File: src/sgc_pkg.sv
// Shared constants for the gate-switch status and flash-code block.
// Assumes a single core clock; all times are in milliseconds unless named otherwise.
package sgc_pkg;

   // Core clock and millisecond tick
   localparam int CLK_MHZ = 250;
   localparam int TICK_US = 1000;
   localparam int TICK_CYCLES = TICK_US * CLK_MHZ;

   // Flash timing in milliseconds
   localparam logic [11:0] SHORT_ON_MS = 12'd200;
   localparam logic [11:0] SHORT_OFF_MS = 12'd200;
   localparam logic [11:0] PAUSE_MS = 12'd2000;
   localparam logic [11:0] DIGIT_ON_MS = 12'd500;
   localparam logic [11:0] DIGIT_OFF_MS = 12'd500;
   localparam logic [11:0] GAP_MS = 12'd2000;
   localparam logic [11:0] BLINK_HALF_MS = 12'd250;
   localparam logic [1:0] PREAMBLE_FLASHES = 2'd3;
   localparam logic [4:0] ZERO_FLASHES = 5'd16;

   // Register byte offsets
   localparam logic [3:0] REG_CTRL = 4'h0;
   localparam logic [3:0] REG_STATUS = 4'h4;
   localparam logic [3:0] REG_FAULT = 4'h8;
   localparam logic [3:0] REG_FAULT_SET = 4'hc;

   // Field positions and reset values
   localparam int CTRL_GATE_SEL = 0;
   localparam int FSET_KIND_LSB = 0;
   localparam int FSET_STROBE = 3;
   localparam logic CTRL_RESET = 1'b0;

   // AXI responses
   localparam logic [1:0] RESP_OKAY = 2'b00;
   localparam logic [1:0] RESP_SLVERR = 2'b10;

   // Fault digit codes, packed {count, d0, d1, d2}
   localparam logic [13:0] CODE_WIRING_IO = {2'd3, 4'h1, 4'h4, 4'h1};
   localparam logic [13:0] CODE_OUT1_A = {2'd2, 4'h1, 4'hc, 4'h0};
   localparam logic [13:0] CODE_OUT1_B = {2'd3, 4'h1, 4'h6, 4'h3};
   localparam logic [13:0] CODE_OUT2_A = {2'd2, 4'h1, 4'hd, 4'h0};
   localparam logic [13:0] CODE_OUT2_B = {2'd3, 4'h1, 4'h6, 4'h4};
   localparam logic [13:0] CODE_OUT1_CAP = {2'd1, 4'he, 4'h0, 4'h0};
   localparam logic [13:0] CODE_OUT2_CAP = {2'd1, 4'hf, 4'h0, 4'h0};
   localparam logic [13:0] CODE_INTERNAL = {2'd1, 4'h9, 4'h0, 4'h0};

   typedef enum logic [2:0] {
      FK_WIRING_IO, FK_OUT1_A, FK_OUT1_B, FK_OUT2_A,
      FK_OUT2_B, FK_OUT1_CAP, FK_OUT2_CAP, FK_INTERNAL
   } sgc_fault_t;

endpackage

File: src/sgc_sync.sv
// Three-stage pin synchroniser with agreement filter.
// Assumes the input is asynchronous to i_core_clk.
`timescale 1ns/1ns
module sgc_sync (
   // Clock and reset
   input wire logic i_core_clk,
   input wire logic i_rst_b,
   // Pin and filtered level
   input wire logic i_pin,
   output logic o_level
);
   logic ff1;
   logic ff2;
   logic ff3;

   always_ff @(posedge i_core_clk or negedge i_rst_b) begin
      if (!i_rst_b) begin
         ff1 <= 1'b0;
         ff2 <= 1'b0;
         ff3 <= 1'b0;
      end else begin
         ff1 <= i_pin;
         ff2 <= ff1;
         ff3 <= ff2;
      end
   end

   // Only a level seen on two stages in a row is taken
   always_ff @(posedge i_core_clk or negedge i_rst_b) begin
      if (!i_rst_b) begin
         o_level <= 1'b0;
      end else if (ff2 == ff3) begin
         o_level <= ff3;
      end
   end
endmodule

File: src/sgc_tick.sv
// Free-running divider giving a one-cycle pulse every P_CYCLES clocks.
// Assumes P_CYCLES fits in 32 bits and is at least 2.
`timescale 1ns/1ns
module sgc_tick #(
   parameter int P_CYCLES = 250000
) (
   // Clock and reset
   input wire logic i_core_clk,
   input wire logic i_rst_b,
   // Tick pulse
   output logic o_tick
);
   logic [31:0] cnt;

   always_ff @(posedge i_core_clk or negedge i_rst_b) begin
      if (!i_rst_b) begin
         cnt <= 32'h0;
         o_tick <= 1'b0;
      end else if (cnt == 32'(P_CYCLES - 1)) begin
         cnt <= 32'h0;
         o_tick <= 1'b1;
      end else begin
         cnt <= cnt + 32'h1;
         o_tick <= 1'b0;
      end
   end
endmodule

File: src/sgc_top.sv
// Gate-switch status LEDs and fault flash codes, AXI4-Lite slave.
// Assumes sensing and diagnostics share the core clock.
// Notes on behaviour
// Power LED green when ready and no fault latched.
// Gate LED yellow while a valid actuator is detected.
// Lock LED green while magnetic locking is active.
// Input LED steady yellow while both safety inputs are high.
// One input falling while other high blinks input LED until both low.
// On fault, power LED red; flash code on gate or input LED.
// Fault stays latched until supply interruption, i.e. reset.
// Lock LED red while lock requested but locking not achieved.
// Controller holds lock request low at least 500 ms before retry.
// Each sequence opens with three short flashes.
// After long pause, digits flash at one second intervals, count is value.
// Code has one to three digits, separated by a longer dark gap.
// Whole sequence repeats while the fault stays latched.
// Counts 1 to 15 mean 1 to 15, count 16 means zero.
// Input or output wiring error flashes 1,4,1.
// First output wiring errors flash 1,12 or 1,6,3.
// Second output wiring errors flash 1,13 or 1,6,4.
// First output wiring or load flashes 14, second output 15.
// Any other code means internal device error.
// Any matching actuator is detected at once, no teach-in.
// Magnet on only with lock request, actuator present, gate closed.
// Flash widths, pause and gap derive from the clock via parameters.
`timescale 1ns/1ns
module sgc_top
   import sgc_pkg::*;
#(
   parameter int P_TICK_CYCLES = TICK_CYCLES
) (
   // Clock and reset
   input wire logic i_core_clk,
   input wire logic i_rst_b,
   // Pins from the evaluation device
   input wire logic i_lock_request_input,
   input wire logic i_safety_input_first,
   input wire logic i_safety_input_second,
   // Internal sensing, same clock
   input wire logic i_supply_voltage_ok,
   input wire logic i_actuator_detected,
   input wire logic i_gate_closed,
   input wire logic i_hold_force_ok,
   input wire logic i_fault_report,
   input wire logic [2:0] i_fault_kind,
   // Lock magnet
   output logic o_magnet_on,
   // Indicators
   output logic o_led_power_green,
   output logic o_led_power_red,
   output logic o_led_gate_yellow,
   output logic o_led_lock_green,
   output logic o_led_lock_red,
   output logic o_led_input_yellow,
   // AXI4-Lite slave
   input wire logic [3:0] s_axi_awaddr,
   input wire logic s_axi_awvalid,
   output logic s_axi_awready,
   input wire logic [31:0] s_axi_wdata,
   input wire logic [3:0] s_axi_wstrb,
   input wire logic s_axi_wvalid,
   output logic s_axi_wready,
   output logic [1:0] s_axi_bresp,
   output logic s_axi_bvalid,
   input wire logic s_axi_bready,
   input wire logic [3:0] s_axi_araddr,
   input wire logic s_axi_arvalid,
   output logic s_axi_arready,
   output logic [31:0] s_axi_rdata,
   output logic [1:0] s_axi_rresp,
   output logic s_axi_rvalid,
   input wire logic s_axi_rready
);
   typedef enum logic [2:0] {
      FL_IDLE, FL_PRE_ON, FL_PRE_OFF, FL_PAUSE, FL_DIG_ON, FL_DIG_OFF, FL_GAP
   } sgc_flash_t;
   logic lock_req, in_first, in_second, ms_tick;
   sgc_sync u_sync_lock (
      .i_core_clk(i_core_clk),
      .i_rst_b(i_rst_b),
      .i_pin(i_lock_request_input),
      .o_level(lock_req)
   );
   sgc_sync u_sync_first (
      .i_core_clk(i_core_clk),
      .i_rst_b(i_rst_b),
      .i_pin(i_safety_input_first),
      .o_level(in_first)
   );
   sgc_sync u_sync_second (
      .i_core_clk(i_core_clk),
      .i_rst_b(i_rst_b),
      .i_pin(i_safety_input_second),
      .o_level(in_second)
   );
   sgc_tick #(
      .P_CYCLES(P_TICK_CYCLES)
   ) u_tick (
      .i_core_clk(i_core_clk),
      .i_rst_b(i_rst_b),
      .o_tick(ms_tick)
   );
   function automatic logic [13:0] code_of(input logic [2:0] kind);
      case (sgc_fault_t'(kind))
         FK_WIRING_IO: code_of = CODE_WIRING_IO;
         FK_OUT1_A: code_of = CODE_OUT1_A;
         FK_OUT1_B: code_of = CODE_OUT1_B;
         FK_OUT2_A: code_of = CODE_OUT2_A;
         FK_OUT2_B: code_of = CODE_OUT2_B;
         FK_OUT1_CAP: code_of = CODE_OUT1_CAP;
         FK_OUT2_CAP: code_of = CODE_OUT2_CAP;
         default: code_of = CODE_INTERNAL;
      endcase
   endfunction
   // Registers
   logic gate_sel, sw_fault_req;
   logic [2:0] sw_fault_kind;
   // Fault latch: only reset (supply loss) clears it; first report wins
   logic fault;
   logic [2:0] fault_kind;
   logic [13:0] fault_code;
   always_ff @(posedge i_core_clk or negedge i_rst_b) begin
      if (!i_rst_b) begin
         fault <= 1'b0;
         fault_kind <= 3'h0;
         fault_code <= 14'h0;
      end else if (!fault && i_fault_report) begin
         fault <= 1'b1;
         fault_kind <= i_fault_kind;
         fault_code <= code_of(i_fault_kind);
      end else if (!fault && sw_fault_req) begin
         fault <= 1'b1;
         fault_kind <= sw_fault_kind;
         fault_code <= code_of(sw_fault_kind);
      end
   end
   // Partial operation tracking
   logic prev_first, prev_second, partial;
   always_ff @(posedge i_core_clk or negedge i_rst_b) begin
      if (!i_rst_b) begin
         prev_first <= 1'b0;
         prev_second <= 1'b0;
         partial <= 1'b0;
      end else begin
         prev_first <= in_first;
         prev_second <= in_second;
         if (!in_first && !in_second) begin
            partial <= 1'b0;
         end else if (prev_first && prev_second && (in_first ^ in_second)) begin
            partial <= 1'b1;
         end
      end
   end
   // Slow blink for partial operation
   logic [11:0] blink_ms;
   logic blink;
   always_ff @(posedge i_core_clk or negedge i_rst_b) begin
      if (!i_rst_b) begin
         blink_ms <= 12'h0;
         blink <= 1'b0;
      end else if (ms_tick) begin
         if (blink_ms == BLINK_HALF_MS - 12'h1) begin
            blink_ms <= 12'h0;
            blink <= !blink;
         end else begin
            blink_ms <= blink_ms + 12'h1;
         end
      end
   end
   // Flash-code sequencer, paced by the millisecond tick
   sgc_flash_t fl_state;
   logic [11:0] fl_ms, fl_limit;
   logic [1:0] pre_cnt, dig_idx;
   logic [4:0] flash_cnt, cur_flashes;
   logic [3:0] cur_digit;
   logic flash_led, fl_done;
   always_comb begin
      case (fl_state)
         FL_PRE_ON: fl_limit = SHORT_ON_MS;
         FL_PRE_OFF: fl_limit = SHORT_OFF_MS;
         FL_PAUSE: fl_limit = PAUSE_MS;
         FL_DIG_ON: fl_limit = DIGIT_ON_MS;
         FL_DIG_OFF: fl_limit = DIGIT_OFF_MS;
         FL_GAP: fl_limit = GAP_MS;
         default: fl_limit = 12'h1;
      endcase
      case (dig_idx)
         2'd0: cur_digit = fault_code[11:8];
         2'd1: cur_digit = fault_code[7:4];
         default: cur_digit = fault_code[3:0];
      endcase
      // Zero cannot be shown as no flashes, so it takes sixteen
      cur_flashes = (cur_digit == 4'h0) ? ZERO_FLASHES : {1'b0, cur_digit};
   end
   assign fl_done = ms_tick && (fl_ms == fl_limit - 12'h1);
   always_ff @(posedge i_core_clk or negedge i_rst_b) begin
      if (!i_rst_b) begin
         fl_state <= FL_IDLE;
         fl_ms <= 12'h0;
         pre_cnt <= 2'd0;
         flash_cnt <= 5'd0;
         dig_idx <= 2'd0;
      end else begin
         if (fl_done || fl_state == FL_IDLE) fl_ms <= 12'h0;
         else if (ms_tick) fl_ms <= fl_ms + 12'h1;
         case (fl_state)
            FL_IDLE: begin
               if (fault) begin
                  fl_state <= FL_PRE_ON;
                  pre_cnt <= 2'd0;
               end
            end
            FL_PRE_ON: if (fl_done) fl_state <= FL_PRE_OFF;
            FL_PRE_OFF: begin
               if (fl_done) begin
                  if (pre_cnt == PREAMBLE_FLASHES - 2'd1) begin
                     fl_state <= FL_PAUSE;
                  end else begin
                     pre_cnt <= pre_cnt + 2'd1;
                     fl_state <= FL_PRE_ON;
                  end
               end
            end
            FL_PAUSE: begin
               if (fl_done) begin
                  fl_state <= FL_DIG_ON;
                  dig_idx <= 2'd0;
                  flash_cnt <= 5'd0;
               end
            end
            FL_DIG_ON: if (fl_done) fl_state <= FL_DIG_OFF;
            FL_DIG_OFF: begin
               if (fl_done) begin
                  if (flash_cnt == cur_flashes - 5'd1) begin
                     fl_state <= FL_GAP;
                     dig_idx <= dig_idx + 2'd1;
                     flash_cnt <= 5'd0;
                  end else begin
                     flash_cnt <= flash_cnt + 5'd1;
                     fl_state <= FL_DIG_ON;
                  end
               end
            end
            FL_GAP: begin
               if (fl_done) begin
                  if (dig_idx == fault_code[13:12]) begin
                     fl_state <= FL_PRE_ON;
                     pre_cnt <= 2'd0;
                  end else begin
                     fl_state <= FL_DIG_ON;
                  end
               end
            end
            default: fl_state <= FL_IDLE;
         endcase
      end
   end
   assign flash_led = (fl_state == FL_PRE_ON) || (fl_state == FL_DIG_ON);
   // Lock control and indicators, all registered
   logic next_magnet, lock_active;
   assign next_magnet = lock_req && i_actuator_detected && i_gate_closed;
   assign lock_active = o_magnet_on && i_hold_force_ok;
   always_ff @(posedge i_core_clk or negedge i_rst_b) begin
      if (!i_rst_b) begin
         o_magnet_on <= 1'b0;
         o_led_power_green <= 1'b0;
         o_led_power_red <= 1'b0;
         o_led_gate_yellow <= 1'b0;
         o_led_lock_green <= 1'b0;
         o_led_lock_red <= 1'b0;
         o_led_input_yellow <= 1'b0;
      end else begin
         o_magnet_on <= next_magnet;
         o_led_power_green <= i_supply_voltage_ok && !fault;
         o_led_power_red <= fault;
         o_led_lock_green <= lock_active;
         o_led_lock_red <= lock_req && !lock_active;
         // Detection passes straight through; no learned actuator identity
         o_led_gate_yellow <= (fault && gate_sel) ? flash_led :
            i_actuator_detected;
         o_led_input_yellow <= (fault && !gate_sel) ? flash_led :
            partial ? blink : (in_first && in_second);
      end
   end
   // AXI4-Lite write path; address and data may arrive in either order
   logic aw_held, w_held;
   logic [3:0] wr_addr;
   logic [31:0] wr_data;
   logic [3:0] wr_strb;
   assign s_axi_awready = !aw_held && !s_axi_bvalid;
   assign s_axi_wready = !w_held && !s_axi_bvalid;
   always_ff @(posedge i_core_clk or negedge i_rst_b) begin
      if (!i_rst_b) begin
         aw_held <= 1'b0;
         w_held <= 1'b0;
         wr_addr <= 4'h0;
         wr_data <= 32'h0;
         wr_strb <= 4'h0;
         s_axi_bvalid <= 1'b0;
         s_axi_bresp <= RESP_OKAY;
         gate_sel <= CTRL_RESET;
         sw_fault_req <= 1'b0;
         sw_fault_kind <= 3'h0;
      end else begin
         sw_fault_req <= 1'b0;
         if (s_axi_awvalid && s_axi_awready) begin
            aw_held <= 1'b1;
            wr_addr <= s_axi_awaddr;
         end
         if (s_axi_wvalid && s_axi_wready) begin
            w_held <= 1'b1;
            wr_data <= s_axi_wdata;
            wr_strb <= s_axi_wstrb;
         end
         if (aw_held && w_held) begin
            aw_held <= 1'b0;
            w_held <= 1'b0;
            s_axi_bvalid <= 1'b1;
            s_axi_bresp <= RESP_OKAY;
            case (wr_addr)
               REG_CTRL: if (wr_strb[0]) gate_sel <= wr_data[CTRL_GATE_SEL];
               REG_FAULT_SET: begin
                  if (wr_strb[0] && wr_data[FSET_STROBE]) begin
                     sw_fault_req <= 1'b1;
                     sw_fault_kind <= wr_data[FSET_KIND_LSB +: 3];
                  end
               end
               REG_STATUS, REG_FAULT: s_axi_bresp <= RESP_OKAY;
               default: s_axi_bresp <= RESP_SLVERR;
            endcase
         end else if (s_axi_bvalid && s_axi_bready) begin
            s_axi_bvalid <= 1'b0;
         end
      end
   end
   // AXI4-Lite read path
   logic [31:0] rd_mux;
   logic rd_ok;
   always_comb begin
      rd_mux = 32'h0;
      rd_ok = 1'b1;
      case (s_axi_araddr)
         REG_CTRL: rd_mux = {31'h0, gate_sel};
         REG_STATUS: rd_mux = {18'h0, 1'b0, fl_state, partial, lock_req,
                               in_second, in_first, o_magnet_on, fault,
                               o_led_input_yellow, o_led_lock_red,
                               o_led_lock_green, o_led_gate_yellow};
         REG_FAULT: rd_mux = {13'h0, fault, fault_kind, 1'b0, fault_code};
         REG_FAULT_SET: rd_mux = 32'h0;
         default: rd_ok = 1'b0;
      endcase
   end
   assign s_axi_arready = !s_axi_rvalid;
   always_ff @(posedge i_core_clk or negedge i_rst_b) begin
      if (!i_rst_b) begin
         s_axi_rvalid <= 1'b0;
         s_axi_rdata <= 32'h0;
         s_axi_rresp <= RESP_OKAY;
      end else if (s_axi_arvalid && s_axi_arready) begin
         s_axi_rvalid <= 1'b1;
         s_axi_rdata <= rd_mux;
         s_axi_rresp <= rd_ok ? RESP_OKAY : RESP_SLVERR;
      end else if (s_axi_rvalid && s_axi_rready) begin
         s_axi_rvalid <= 1'b0;
      end
   end
endmodule

File: config.mk
export PLATFORM = sky130hd
export DESIGN_NAME = sgc_top
export DESIGN_NICKNAME = d
export VERILOG_FILES = /design/src/sgc_pkg.sv /design/src/sgc_sync.sv /design/src/sgc_tick.sv /design/src/sgc_top.sv
export SDC_FILE = /design/constraint.sdc
export NUM_CORES = 1
export LEC_CHECK = 0
export ABC_AREA = 1
export BUFFER_PORTS_ARGS = -buffer_cell sky130_fd_sc_hd__buf_2
export CAP_MARGIN = 20
export CORE_AREA = 2 2 114 116
export CTS_BUF_LIST = sky130_fd_sc_hd__clkbuf_4
export DETAILED_ROUTE_END_ITERATION = 16
export DIE_AREA = 0 0 116 118
export MAX_ROUTING_LAYER = met4
export PLACE_DENSITY = 0.78
export SYNTH_ARGS = -nofsm -noshare
export SYNTH_HDL_FRONTEND = slang
export SYNTH_SLANG_ARGS = --single-unit
File: constraint.sdc
create_clock -name i_core_clk -period 3.35 [get_ports i_core_clk]
set_clock_uncertainty 0.15 [all_clocks]
set_input_delay 0 -clock i_core_clk [delete_from_list [all_inputs] [get_ports i_core_clk]]
set_output_delay 0 -clock i_core_clk [all_outputs]
set_load 0.02 [all_outputs]
==> out/qor.csv <==
metric,value,unit
reg-to-reg critical path endpoint,dig_idx[1],
minimum clock period after layout,2.751,ns
R2R setup slack,0.60,ns
"flops & latches, synth",145,
Port Buf Inserts,62,
DR WL/cell,13.75,um
final hold viol count,0,
post-route cell area,8648,um^2
fillers,989,
vias in the first global route,6068,
total power draw,0.003732,W
Die Area,13690,um^2
worst hold path type,input pin to flop,
Die W,116,um
Worst Setup End Kind,flop,
RSZ-0062 raised after global routing,false,
nets,1089,
Final TNS setup,0,ns
worst r2r src,dig_idx[0],
max-cap violations,0,
R2R cell count,15,
largest net degree at the start of global routing,66,
Clock Path Buffers,2,
PostCTS Resize Cnt,0,
Avg Vias per Cell,5.163,
hpwl dp,10810,um
Core ar.,12410,um^2
DP Worst Slack,0.6299,ns
# H-tree levels,4,
"FFs w/ async S/R, synth",100.0,%
status,finished clean,
global route overflow,0,
first-pass GRT wire length,28320,um
drt pass-1 iters,6,
Worst EP required,3.65,ns
via count,6195,
Antenna Nets Post-Route,0,
pins over their slew limit,0,
CTS Buf Count,17,
I/O pin count,110,
Placer Congestion,0.9305,
WP depth,15,
crit share post-route,82.12,%
Worst Setup EP,dig_idx[1],
Critical Path Slowest Stage Cell,dfrtp_1,
Worst path top cell family by delay,simple AND/OR/NAND/NOR gates,
clock network power share,30.9,%
sequential area share after synthesis,50.04,%
upper clock frequency limit,363.5,MHz
ant diodes,0,
sequential power share,52.7,%
Post-synth EDFFs,0,
startpoint types,flop,
Cell Int Power,0.002661,W
Combinational Power Share,16.5,%
Synth cell types,45,
Slew @ Worst Pin,0.6555,ns
Worst VDD drop,566.2,uV
"Reg clk slew, reported paths",0.12,ns
Iter 0 DRT Violations,550,
critical path cell sequence,inv_1 > ha_1 > nor2_1 > a21oi_1 > ha_1 > xor2_1 > nand4_1 > nand2_1 > nand2_1 > nor2_1 > nand3_1 > nand2_1 > nand2_1 > nand2_1 > nand2_1,
Buf/Inv on CP,1,
crit path from,dig_idx[0],
initial antenna violation count,0,
setup violators final,0,
die height,118,um
clock sinks,145,
Most used DFF post-synth,dfrtp_1,
global router's overall resource usage,27.05,%
Yosys warning count,0,
power per cell area,431.5,nW/um^2
crit path DAT,3.05,ns
worst skew pair latency,0.55,ns
final WL,16500,um
Placed Area,7726,um^2
cell leakage power,4.367,nW
Post-Syn Instances,878,
switching power,0.001071,W
CTS tree,done,
ratio of cells with drive above 1 in the final layout,11.38,%
slew margin rel.,55.97,%
Rows,41,
CP max FO,5,
final setup margin,0.5991,ns
residual DRC count,0,
Layout Area Growth over Synthesis,19.28,%
CP peak stage delay,0.45,ns
"Cell Area, Synth",7251,um^2
root buffer cell,clkbuf_4,
post-synthesis area per instance,8.258,um^2
Initial Util,58.41,%
CP Class,flop to flop,
switch share,28.69,%
CP dominant cell by count,nand2_1,
[layout make-up]
class / count / area [um^2] / share of cell area [%]
clock inverters: 15 / 166.4 / 1.924
well taps: 172 / 215.2 / 2.488
multi-input cells: 602 / 3067 / 35.46
clock buffers: 17 / 127.6 / 1.476
repair buffers: 126 / 979.7 / 11.33
flip-flops and latches: 145 / 3628 / 41.96
inverters: 123 / 464.2 / 5.367
[timing repair]
item | CTS | global route
hold buffers | 61 | 0
setup buffers | 0 | 0
endpoints found under the hold margin | 200 | 0
[Yosys cell counts (all sizes together), types with 5 or more instances]
cell    count  area (um^2)
nand2     211        809.5
a21oi      22        110.1
o21ai      39        202.7
inv       123        464.2
nand4      18        112.6
mux2        5        56.30
o22ai      10        62.56
nor4       13        81.33
nor2      104        405.4
xor2       32        280.3
clkbuf      6        22.52
dfrtp     145         3628
xnor2      12        105.1
nand3      45        235.2
ha         12        150.1
buf        17        125.1
nor3       32        160.2
a31oi       7        43.79
[tightest hold or removal path, stage by stage]
cell and delay, ns:
dlygate4sd3_1 0.52, buf_2 0.11, inv_1 0.04, nor2_1 0.04
[kinds of logic after synthesis]
family	share of synthesized area, %
buffers and inverters	8.438
xor gates and xnor gates	5.315
and+or+nand+nor	25.83
AOI/OAI and AO/OA	7.058
DFF	50.04
muxes	0.7765
other	0.05172
adders and majority gates	2.485
[how the worst min path moves through the flow]
stage | startpoint | endpoint | slack (ns) | cells after the start
2_1_floorplan | i_rst_b | aw_held | -0.45 | 0
3_3_place_gp | i_lock_request_input | u_sync_lock.ff1 | -0.04 | 1
3_5_place_dp | i_safety_input_first | u_sync_first.ff1 | -0.04 | 1
4_1_cts | i_hold_force_ok | o_led_lock_green | 0.01 | 4
5_1_grt | i_supply_voltage_ok | o_led_power_green | 0.03 | 4
6_report | i_supply_voltage_ok | o_led_power_green | 0.04 | 4
[cell usage in the layout, fill, tap and decap left out, drive strengths merged]
master	netlist	layout
nand2	211	211
dfrtp	145	145
inv	123	125
nor2	104	104
buf	17	66
dlygate4sd3	0	60
nand3	45	45
o21ai	39	39
nor3	32	32
xor2	32	32
a21oi	22	22
nand4	18	18
clkbuf	6	17
conb	1	16
nor4	13	13
xnor2	12	12
ha	12	12
o22ai	10	10
clkinv	0	8
a31oi	7	7
mux2	5	5
maj3	3	3
o31ai	3	3
bufinv	0	3
nor3b	3	3
nand3b	2	2
o21bai	2	2
o21a	2	2
clkinvlp	0	2
or2	2	2
or4	1	1
and3	1	1
a211oi	1	1
a221oi	1	1
a22oi	1	1
a22o	1	1
o211ai	1	1
[through the flow]
stage | hold slack, ns | util (%) | std cells
floorplan | -0.4456 | - | 893
global placement | -0.04141 | 62.24 | 1107
detailed placement | -0.03973 | 62.24 | 1107
CTS | 0.01320 | 69.66 | 1200
global route | 0.02628 | 69.66 | 1200
finish | 0.03816 | 69.66 | 1200
[flip-flops by register name (all words and copies together), names as in the netlist, 2 cells and up]
register and count:
flash_cnt 5, fault_kind 3, dig_idx 2, wr_addr 4
fl_ms 12, u_tick.cnt 32, sw_fault_kind 3, fault_code 11
s_axi_rdata 18, fl_state 3, blink_ms 12, wr_data 4
pre_cnt 2
[layer usage]
layer / wire length [um] / vias up / global-route usage, %
li1: - / 3070 / -
met1: 7214 / 2907 / 34.49
met2: 8077 / 170 / 42.40
met3: 721 / 48 / 5.973
met4: 486 / 0 / 10.12
met5: 0 / - / -
[power groups by stage]
stage	Sequential [W]	Clock [W]	Combinational, W
2_1_floorplan	0.00201	0	0.000261
3_3_place_gp	0.00199	0	0.000429
3_5_place_dp	0.00199	0	0.000440
4_1_cts	0.00196	0.00117	0.000585
5_1_grt	0.00198	0.00127	0.000685
6_report	0.00197	0.00115	0.000615
Note: power is estimated with default switching activity, not from simulation.
